### src/cmf_defines.svh
/*
  register offsets, field positions, reset values and mode codes of the compare unit.
  assumes: included by its bare name by the design module and the bench.
*/
`ifndef CMF_DEFINES_SVH
`define CMF_DEFINES_SVH

// register offsets on the plain port
`define CMF_OFF_FLAGS 4'h0
`define CMF_OFF_GCTRL 4'h1
`define CMF_OFF_ENABLES 4'h2
`define CMF_OFF_T1_HIGH 4'h3
`define CMF_OFF_T1_LOW 4'h4
`define CMF_OFF_T1_CTRL 4'h5
`define CMF_OFF_CMP_LOW 4'h6
`define CMF_OFF_CMP_HIGH 4'h7
`define CMF_OFF_CCP_CTRL 4'h8
`define CMF_OFF_T2_PERIOD 4'h9
`define CMF_OFF_T2_COUNT 4'ha
`define CMF_OFF_DIR_B 4'hb

// flag and enable bit positions
`define CMF_BIT_ADC 6
`define CMF_BIT_CCP 2
`define CMF_BIT_T2 1
`define CMF_BIT_T1 0
`define CMF_FLAG_MASK 8'h47
`define CMF_BIT_GIE 7
`define CMF_BIT_PERIPHERAL_IRQ_ENABLE 6
`define CMF_BIT_T1_ON 0

// reset values
`define CMF_RST_FLAGS 8'h00
`define CMF_RST_GCTRL 8'h00
`define CMF_RST_ENABLES 8'h00
`define CMF_RST_T1_CTRL 8'h00
`define CMF_RST_CCP_CTRL 8'h00
`define CMF_RST_T2_PERIOD 8'hff
`define CMF_RST_T2_COUNT 8'h00
`define CMF_RST_DIR_B 8'hff

// compare sub-mode codes of the mode field
`define CMF_MODE_SET 4'h8
`define CMF_MODE_CLEAR 4'h9
`define CMF_MODE_SWINT 4'ha
`define CMF_MODE_SPECIAL 4'hb
`define CMF_MODE_TOGGLE 4'h2
`define CMF_MODE_OFF 4'h0

`endif

### src/cmf_pkg.sv
/*
  types shared by the compare-match block.
  assumes: nothing beyond the defines header.
*/
package cmf_pkg;
  // register port request
  typedef struct packed {
    logic [3:0] addr;
    logic [7:0] wdata;
    logic wr;
    logic rd;
  } cmf_bus_t;

  // events from the neighbouring timer1, capture and converter logic
  typedef struct packed {
    logic adc_done;
    logic capture;
    logic t1_tick;
  } cmf_evt_t;

  typedef enum logic [1:0] {
    CMF_IDLE,
    CMF_WAIT_TICK
  } cmf_seq_t;

  // whole module state
  typedef struct packed {
    logic [7:0] flags;
    logic [7:0] gctrl;
    logic [7:0] enables;
    logic [15:0] t1_count;
    logic [7:0] t1_ctrl;
    logic [15:0] cmp_value;
    logic [7:0] ccp_ctrl;
    logic [7:0] t2_period;
    logic [7:0] t2_count;
    logic [7:0] dir_b;
    logic out_latch;
    logic match_d;
    logic adc_go;
    cmf_seq_t seq;
    logic [7:0] rdata;
  } cmf_state_t;
endpackage : cmf_pkg

### src/cmf_compare.sv
/*
  compare-match unit with timer1 count, timer2 period match and peripheral flag register.
  assumes: one clock, synchronous inputs, software the only bus master, the converter
  reports completion with a one-cycle pulse.
*/
// The register addresses and the plain strobed port are this design's own decisions.
`timescale 1ns/1ps
`default_nettype none
`include "cmf_defines.svh"

module cmf_compare (
  input wire logic clk,
  input wire logic rst_n,
  input wire logic clk_en,
  input wire cmf_pkg::cmf_bus_t bus,
  output logic [7:0] rdata,
  input wire cmf_pkg::cmf_evt_t evt,
  input wire logic t2_tick,
  input wire logic capture_mode,
  output logic special_trigger,
  output logic adc_go,
  output logic ccp_pin_o,
  output logic ccp_pin_oe,
  output logic irq_req
);
  import cmf_pkg::*;

  // ==========================================================
  // state
  cmf_state_t s_reg;
  cmf_state_t s_next;
  logic [3:0] mode;
  logic compare_on;
  logic match;
  logic [16:0] t1_sum;
  logic [7:0] t2_inc;

  assign mode = s_reg.ccp_ctrl[3:0];
  assign compare_on = (mode[3:2] == 2'b10) || (mode == `CMF_MODE_TOGGLE);
  // equality seen on every count value
  assign match = compare_on && (s_reg.t1_count == s_reg.cmp_value);
  // trigger is combinational so it asserts in the match cycle itself
  assign special_trigger = match && (mode == `CMF_MODE_SPECIAL);
  assign t1_sum = {1'b0, s_reg.t1_count} + 17'h00001;
  assign t2_inc = s_reg.t2_count + 8'h01;

  // ==========================================================
  // next state
  always_comb begin
    s_next = s_reg;
    s_next.adc_go = 1'b0;
    s_next.match_d = match;
    // timer1 counting; pending special clear takes the next tick
    if (s_reg.t1_ctrl[`CMF_BIT_T1_ON] && evt.t1_tick) begin
      if (s_reg.seq == CMF_WAIT_TICK) begin
        if (match) begin
          s_next.t1_count = 16'h0000;
        end else begin
          s_next.t1_count = t1_sum[15:0];
          // compare moved off before the tick: a plain count, so a wrap still flags
          if (t1_sum[16]) begin
            s_next.flags[`CMF_BIT_T1] = 1'b1;
          end
        end
        s_next.seq = CMF_IDLE;
      end else begin
        s_next.t1_count = t1_sum[15:0];
        // a natural wrap only; the special clear path never gets here
        if (t1_sum[16]) begin
          s_next.flags[`CMF_BIT_T1] = 1'b1;
        end
      end
    end
    // rising match edge fires the mode action once per match
    if (match && !s_reg.match_d) begin
      s_next.flags[`CMF_BIT_CCP] = 1'b1;
      case (mode)
        `CMF_MODE_TOGGLE: s_next.out_latch = !s_reg.out_latch;
        `CMF_MODE_SET: s_next.out_latch = 1'b1;
        `CMF_MODE_CLEAR: s_next.out_latch = 1'b0;
        `CMF_MODE_SPECIAL: begin
          s_next.seq = CMF_WAIT_TICK;
          s_next.adc_go = 1'b1;
        end
        default: s_next.out_latch = s_reg.out_latch;
      endcase
    end
    // moving the compare value off the count before the tick cancels the clear
    if (s_reg.seq == CMF_WAIT_TICK && !match) begin
      s_next.seq = CMF_IDLE;
    end
    // timer2 period match
    if (t2_tick) begin
      if (s_reg.t2_count == s_reg.t2_period) begin
        s_next.t2_count = 8'h00;
        s_next.flags[`CMF_BIT_T2] = 1'b1;
      end else begin
        s_next.t2_count = t2_inc;
      end
    end
    // capture events count only while capture_mode is high
    if (evt.capture && capture_mode) begin
      s_next.flags[`CMF_BIT_CCP] = 1'b1;
    end
    // register writes; hardware sets below so a set wins over the clear
    if (bus.wr) begin
      case (bus.addr)
        `CMF_OFF_FLAGS: s_next.flags = bus.wdata & `CMF_FLAG_MASK;
        `CMF_OFF_GCTRL: s_next.gctrl = bus.wdata;
        `CMF_OFF_ENABLES: s_next.enables = bus.wdata & `CMF_FLAG_MASK;
        `CMF_OFF_T1_HIGH: s_next.t1_count[15:8] = bus.wdata;
        `CMF_OFF_T1_LOW: s_next.t1_count[7:0] = bus.wdata;
        `CMF_OFF_T1_CTRL: s_next.t1_ctrl = bus.wdata & 8'h3f;
        `CMF_OFF_CMP_LOW: s_next.cmp_value[7:0] = bus.wdata;
        `CMF_OFF_CMP_HIGH: s_next.cmp_value[15:8] = bus.wdata;
        `CMF_OFF_CCP_CTRL: begin
          s_next.ccp_ctrl = bus.wdata;
          if (bus.wdata == 8'h00) begin
            s_next.out_latch = 1'b0;
            s_next.seq = CMF_IDLE;
          end
        end
        `CMF_OFF_T2_PERIOD: s_next.t2_period = bus.wdata;
        `CMF_OFF_T2_COUNT: s_next.t2_count = bus.wdata;
        `CMF_OFF_DIR_B: s_next.dir_b = bus.wdata;
        default: s_next.gctrl = s_next.gctrl;
      endcase
    end
    // re-apply hardware sets of this cycle over a software write
    if (bus.wr && bus.addr == `CMF_OFF_FLAGS) begin
      if (match && !s_reg.match_d) begin
        s_next.flags[`CMF_BIT_CCP] = 1'b1;
      end
      if (evt.capture && capture_mode) begin
        s_next.flags[`CMF_BIT_CCP] = 1'b1;
      end
      if (t2_tick && s_reg.t2_count == s_reg.t2_period) begin
        s_next.flags[`CMF_BIT_T2] = 1'b1;
      end
      if (s_reg.t1_ctrl[`CMF_BIT_T1_ON] && evt.t1_tick
          && (s_reg.seq == CMF_IDLE || !match) && t1_sum[16]) begin
        s_next.flags[`CMF_BIT_T1] = 1'b1;
      end
    end
    if (evt.adc_done) begin
      s_next.flags[`CMF_BIT_ADC] = 1'b1;
    end
    // read data in the cycle after the strobe
    s_next.rdata = 8'h00;
    if (bus.rd) begin
      case (bus.addr)
        `CMF_OFF_FLAGS: s_next.rdata = s_reg.flags & `CMF_FLAG_MASK;
        `CMF_OFF_GCTRL: s_next.rdata = s_reg.gctrl;
        `CMF_OFF_ENABLES: s_next.rdata = s_reg.enables;
        `CMF_OFF_T1_HIGH: s_next.rdata = s_reg.t1_count[15:8];
        `CMF_OFF_T1_LOW: s_next.rdata = s_reg.t1_count[7:0];
        `CMF_OFF_T1_CTRL: s_next.rdata = s_reg.t1_ctrl;
        `CMF_OFF_CMP_LOW: s_next.rdata = s_reg.cmp_value[7:0];
        `CMF_OFF_CMP_HIGH: s_next.rdata = s_reg.cmp_value[15:8];
        `CMF_OFF_CCP_CTRL: s_next.rdata = s_reg.ccp_ctrl;
        `CMF_OFF_T2_PERIOD: s_next.rdata = s_reg.t2_period;
        `CMF_OFF_T2_COUNT: s_next.rdata = s_reg.t2_count;
        `CMF_OFF_DIR_B: s_next.rdata = s_reg.dir_b;
        default: s_next.rdata = 8'h00;
      endcase
    end
  end

  // ==========================================================
  // registers; clock enable freezes everything
  always_ff @(posedge clk) begin
    if (!rst_n) begin
      s_reg <= '0;
      s_reg.flags <= `CMF_RST_FLAGS;
      s_reg.gctrl <= `CMF_RST_GCTRL;
      s_reg.enables <= `CMF_RST_ENABLES;
      s_reg.t1_ctrl <= `CMF_RST_T1_CTRL;
      s_reg.ccp_ctrl <= `CMF_RST_CCP_CTRL;
      s_reg.t2_period <= `CMF_RST_T2_PERIOD;
      s_reg.t2_count <= `CMF_RST_T2_COUNT;
      s_reg.dir_b <= `CMF_RST_DIR_B;
      s_reg.seq <= CMF_IDLE;
    end else if (clk_en) begin
      s_reg <= s_next;
    end
  end

  // ==========================================================
  // outputs
  assign rdata = s_reg.rdata;
  assign adc_go = s_reg.adc_go;
  assign ccp_pin_o = s_reg.out_latch;
  // pin driven only in pin-action modes and with direction bit cleared
  assign ccp_pin_oe = !s_reg.dir_b[0] && (mode == `CMF_MODE_SET || mode == `CMF_MODE_CLEAR
                      || mode == `CMF_MODE_TOGGLE);
  assign irq_req = s_reg.gctrl[`CMF_BIT_GIE] && s_reg.gctrl[`CMF_BIT_PERIPHERAL_IRQ_ENABLE]
                   && |(s_reg.flags & s_reg.enables & `CMF_FLAG_MASK);
endmodule : cmf_compare
`default_nettype wire

### config.mk
export PLATFORM = sky130hd
export DESIGN_NAME = cmf_compare
export DESIGN_NICKNAME = d
export VERILOG_FILES = /design/src/cmf_pkg.sv /design/src/cmf_compare.sv
export VERILOG_INCLUDE_DIRS = /design/src
export SDC_FILE = /design/constraint.sdc
export NUM_CORES = 1
export LEC_CHECK = 0
export ABC_AREA = 1
export BUFFER_PORTS_ARGS = -buffer_cell sky130_fd_sc_hd__buf_2
export CELL_PAD_IN_SITES_DETAIL_PLACEMENT = 1
export CELL_PAD_IN_SITES_GLOBAL_PLACEMENT = 2
export CORE_AREA = 2 2 135 137
export DETAILED_ROUTE_END_ITERATION = 8
export DIE_AREA = 0 0 137 139
export GPL_TIMING_DRIVEN = 0
export MAX_ROUTING_LAYER = met4
export PLACE_DENSITY_LB_ADDON = 0.1
export SETUP_SLACK_MARGIN = 0.05
export SYNTH_ARGS = -nofsm -noshare
export SYNTH_HDL_FRONTEND = slang
export SYNTH_SLANG_ARGS = --single-unit
### constraint.sdc
create_clock -name clk -period 1.9 [get_ports clk]
set_input_delay 0.19 -clock clk [delete_from_list [all_inputs] [get_ports clk]]
set_output_delay 0.19 -clock clk [all_outputs]
set_load 0.05 [all_outputs]
==> impl_metrics.ini, run 1 <==
[status]
status = finished with violations
violations = negative setup slack

[placed_design]
dp_hpwl_um = 19800
io_buffers = 29
placed_cell_area_sq_um = 6270
place_congestion = 1.01

[grt]
grt_usage_pct = 28.8
antenna_found_initial = 0
grt_pass1_vias = 6628
grt.overflow.total = 0
grt_pass1_wl_um = 39300
grt_max_degree = 16

[yosys]
syn-cell-area_sq_um = 5840
synth_mux_area_share_pct = 0
ys_types = 33
ys_seq_area_share_pct = 34.0
ys_ff_latch = 99
syn_nets = 943
synthAdderAreaFrac_pct = 0.429
syn_area_per_cell_sq_um = 6.35
synth_top_area_share_pct = 34.0
synthXorXnorAreaFrac_pct = 2.55
yosys_warnings = 0
synth-async-reset-ratio_pct = 0
synth_top_family_by_area = simple AND/OR/NAND/NOR gates
syn_inst = 919
synth_area_leaders = dfxtp_1, nand2_1, a21oi_1, inv_1, o21ai_0
synth_top_area_cell = dfxtp_1
synthFlopType = dfxtp_1
synth_simple_gate_area_share_pct = 25.1
synth_edf_count = 0
synth_compound_area_share_pct = 24.2

[route]
wl_per_cell_um = 21.5
dr_total_vias = 6463
dr.pass1.iters = 8
ant_nets = 0
viasPerCell = 5.32
drt_wl_total_um = 26100
drc = 0
drtIter0Drc = 319

[clocking]
cts_tree = built
cts_hold_buf = 0
cts-htree-levels = 3
clk_latency_ns = 0.36
cts.clk_slew.worst_paths_ns = 0.07
clockBufferDepth = 2
cts.sinks = 99
clock-root-buffer = clkbuf_16
cts_made_buffers = 9

[floorplanning]
die_area_sq_um = 19000
core_area_sq_um = 17700
std_cell_rows = 49
io_pins = 35
fp.dieW_um = 137
initial_utilization_pct = 33.1
dieHeight_um = 139

[setup_path]
slowest_stage = dfxtp_2
cp.buffers_inverters = 3
path_cells = buf_6, inv_2, nand2_2, nand2_2, nor2_4, nand3b_1, nor2_2, nand3_2, nor2_4, buf_8
worst_setup_path_end_kind = output port
critPathKind = reg2out
cp_top_family = simple AND/OR/NAND/NOR gates
max_stage_delay_ns = 0.32
cp_data_required_time_ns = 1.71
arrival_ns = 1.73
worstSetupStartpointType = register
crit_fanout = 4

[power]
leakagePower_nw = 2.95
power.density_nw_per_um2 = 668
ir_drop_uv = 419

[layout]
layout-drive-gt1-share_pct = 19.5
num-fill-cells = 2345
largest_reg_flops = 85
area_delta_synth_final_pct = 20.0
finalInstanceArea_sq_um = 7010
final_core_utilization_pct = 39.7
nets = 1006
multi_input_area_sq_um = 3230
regArea_sq_um = 2020
diodes = 0

[sta]
slew_headroom_pct = 37.4
setup_viol = 1
hold_viol_final = 0
worst_slew_pin_slew_ns = 0.939
slew_violations = 0
period_minus_slack_ns = 1.92
min_period_over_period_pct = 101
timing.fmax_mhz = 522
holdWs_ns = 0.211
rsz0062_at_grt = true
setup_slack_ns = -0.0162
finClkSkew_ns = 0.00794

[min_path]
min_path_type = in2reg

[job]
maxCapViolCount = 0
==> report_power, final <==
group          leakage (nW)  internal, W  total, W  switching, W
registers             0.812      0.00211   0.00215     0.0000367
clock network         0.148      0.00105   0.00192      0.000877
logic                  1.99     0.000172  0.000614      0.000442
total                  2.95      0.00333   0.00468       0.00135
==> layer usage <==
| layer | global-route usage, % | up-vias | part of all wire (%) |
|---|---|---|---|
| li1 | - | 3118 | - |
| met2 | 46.7 | 148 | 48 |
| met4 | 13.6 | 0 | 4.1 |
| met3 | 2.96 | 51 | 3.7 |
| met1 | 35.7 | 3146 | 44 |
| met5 | - | - | 0 |
==> logic make-up after synthesis <==
kind of cell               Yosys count
and+or+nand+nor                    342
AOI/OAI and AO/OA                  260
buffers and inverters              199
DFF                                 99
xor gates and xnor gates            17
adders and majority gates            2
==> through the flow <==
step	power, W	cells	setup TNS [ns]	worst slack [ns]
after global placement	0.00275	1177	-1.19	-0.117
after floorplan	0.00253	919	0	0.0826
final	0.00468	1215	-0.0162	-0.0162
after global routing	0.00486	1215	-0.783	-0.121
after CTS	0.00468	1207	-0.0520	-0.0520
after detailed placement	0.00276	1177	-1.43	-0.127
==> cell type report <==
type | count | share of cell area [%]
Clock inverter | 5 | 0.768
Multi-Input combinational cell | 621 | 46.1
Inverter | 152 | 8.21
Sequential cell | 99 | 28.8
Timing Repair Buffer | 52 | 5.07
Clock buffer | 10 | 3.41
Tap cell | 229 | 4.09
Buffer | 47 | 3.54
==> final timing paths <==
path | slack, ns | cells past startpoint | startpoint | to
max reg2reg | 0.06 | 14 | s_reg[72] | s_reg[8]
max | -0.02 | 10 | s_reg[76] | special_trigger
min reg2reg | 0.47 | 2 | rdata[4] | rdata[4]
min | 0.21 | 5 | capture_mode | s_reg[103]
==> cell usage in the layout, fill, tap and decap left out, types with 5 or more instances in the layout <==
cell	n
dfxtp_1	82
nand2_1	192
o21ai_0	78
dfxtp_4	6
buf_4	29
nor2_1	46
o21ai_1	5
nand3_1	26
clkbuf_16	10
inv_1	124
o22ai_1	37
nor3_1	9
nor2_2	9
a21oi_1	114
buf_2	35
o211ai_1	13
nand4_1	12
xor2_1	13
nor2_4	11
inv_2	26
clkbuf_1	26
nand2_2	24
dfxtp_2	11
==> synth_stat cells, types with 4 or more instances <==
library cell	instances
nand4_1	12
o211ai_1	13
buf_4	10
a21oi_1	115
nor3_1	10
clkbuf_1	27
inv_1	136
nand3_1	31
nor2_4	5
nand2_2	7
inv_2	16
o2111ai_1	4
dfxtp_1	99
nor2_2	7
nor2_1	54
buf_2	9
xnor2_1	4
o22ai_1	37
nand2_1	210
o21ai_0	80
o21ai_1	4
xor2_1	13
==> worst min-delay path, stage by stage <==
cell       delay [ns]
buf_2            0.08
a21oi_1          0.08
o2111ai_1        0.10
nand2_1          0.06
inv_1            0.04
==> timing repair <==
item	in CTS	in global routing
gates resized for setup	42	57
pin swaps	9	26
gates cloned	1	0
buffers inserted	14	10
endpoints found under the setup margin	20	26
Power figures use the tool's default switching activity.
==> run 2, diff against run 1 <==
- MAX_ROUTING_LAYER: met4 -> unset
==> impl_metrics.ini, run 2 (same netlist as run 1, synthesis figures left out) <==
[grt]
grt_max_degree = 17
grt_pass1_vias = 6663
grt_pass1_wl_um = 39200
antenna_found_initial = 0
grt.overflow.total = 0
grt_usage_pct = 27.9

[setup_path]
max_stage_delay_ns = 0.38
crit_fanout = 5
slowest_stage = dfxtp_4
critPathKind = reg2out
arrival_ns = 1.73
cp.buffers_inverters = 2
cp_top_family = simple AND/OR/NAND/NOR gates
worst_setup_path_end_kind = output port
path_cells = inv_1, nand2_1, nand2_1, nand3b_1, nor2_2, nand3_1, nor2_2, buf_6
worstSetupStartpointType = register
cp_data_required_time_ns = 1.71

[clocking]
clockBufferDepth = 2
clock-root-buffer = clkbuf_16
cts_made_buffers = 9
cts.sinks = 99
cts-htree-levels = 3
cts.clk_slew.worst_paths_ns = 0.08
clk_latency_ns = 0.36
cts_tree = built

[layout]
area_delta_synth_final_pct = 21.5
layout.cells.non_filler = 1225
layout-drive-gt1-share_pct = 20.3
layout_commonest_cell = nand2_1
nets = 1015
regArea_sq_um = 2020
finalInstanceArea_sq_um = 7090
multi_input_area_sq_um = 3220
diodes = 0
largest_reg_flops = 85
final_cell_mix = nand2_1, inv_1, a21oi_1, dfxtp_1, o21ai_0
num-fill-cells = 2319

[route]
dr.pass1.iters = 5
viasPerCell = 5.36
drc = 0
ant_nets = 0
wl_per_cell_um = 21.4
drtIter0Drc = 342
drt_wl_total_um = 26300
dr_total_vias = 6562

[sta]
finClkSkew_ns = 0.0123
timing.fmax_mhz = 520
rsz0062_at_grt = true
finalSetupTns_ns = -0.0245
min_period_over_period_pct = 101
period_minus_slack_ns = 1.92
setup_slack_ns = -0.0245
slew_headroom_pct = 38.3
setup_viol = 1
worst_slew_pin_slew_ns = 0.926
slew_violations = 0
hold_viol_final = 0

[floorplanning]
io_pins = 35
core_area_sq_um = 17700
dieHeight_um = 139
fp.dieW_um = 137
std_cell_rows = 49
initial_utilization_pct = 33.1
die_area_sq_um = 19000

[min_path]
min_path_type = in2reg

[placed_design]
pre_cts_slack_ns = -0.256
io_buffers = 29
dp_hpwl_um = 20000
place_congestion = 1.01
placed_cell_area_sq_um = 6270
dp.cells = 1177

[status]
violations = negative setup slack
status = finished with violations

[power]
leakagePower_nw = 3.00
ir_drop_uv = 437
power.density_nw_per_um2 = 681

[job]
maxCapViolCount = 0
-- run 2: cell count changes in the layout (fill, tap and decap cells not counted), sizes merged --
cell,change
bufinv,+1
clkbuf,-1
inv,+1
clkinv,-1
buf,+10
-- run 2: final cells by class --
type                       count  share of cell area (%)
tap                          229                    4.04
buffer                        47                    3.49
clock buffer                  10                    3.23
inverter                     152                    8.19
multi-input combinational    621                    45.4
clock inverter                 6                    1.24
timing repair buffer          61                    5.91
sequential                    99                    28.5
-- run 2: final timing paths --
kind	startpoint	endpoint	slack [ns]	depth (start not counted)
setup / recovery	s_reg[71]	special_trigger	-0.02	8
hold / removal	evt[1]	s_reg[103]	0.21	5
setup reg to reg	s_reg[70]	s_reg[80]	0.05	13
hold reg to reg	s_reg[44]	s_reg[44]	0.47	2
-- run 2: worst reg2reg max path, cell delays in order, from the launching register on --
cell and delay, ns:
dfxtp_4 0.39, inv_4 0.05, nand2_2 0.08, nand2_2 0.07, nor2_4 0.14, buf_6 0.11, nand3_2 0.07, nor2_4 0.18
nand4_4 0.15, clkbuf_16 0.22, nand2_1 0.05, nand2_1 0.05, nand2_1 0.07, a21oi_1 0.06
-- run 2: per-layer routing --
layer	vias up	share of wire (%)	track usage (%)
met4	0	4.4	11.3
met2	183	48	46.9
met5	-	0	0
met1	3190	43	35.4
li1	3135	-	-
met3	54	4.1	4.28
-- run 2: what timing repair did --
action | CTS | global route
cloned | 0 | 1
pin swaps | 18 | 22
buffers inserted | 17 | 17
gates resized for setup | 52 | 47
setup endpoints to repair | 21 | 27
hold buffers | 0 | 0
-- run 2: per-stage QoR --
stage          util (%)  total power [W]  hold slack [ns]
6_report           40.2          0.00483            0.213
2_1_floorplan         -          0.00253            0.316
3_3_place_gp       35.5          0.00275            0.443
4_1_cts            38.7          0.00482            0.220
3_5_place_dp       35.5          0.00276            0.454
5_1_grt            40.2          0.00500            0.248
-- run 2: report_power, final --
group	switching, W	internal (W)	total, W
registers	0.0000360	0.00211	0.00214
logic	0.000447	0.000189	0.000635
clock network	0.000891	0.00116	0.00205
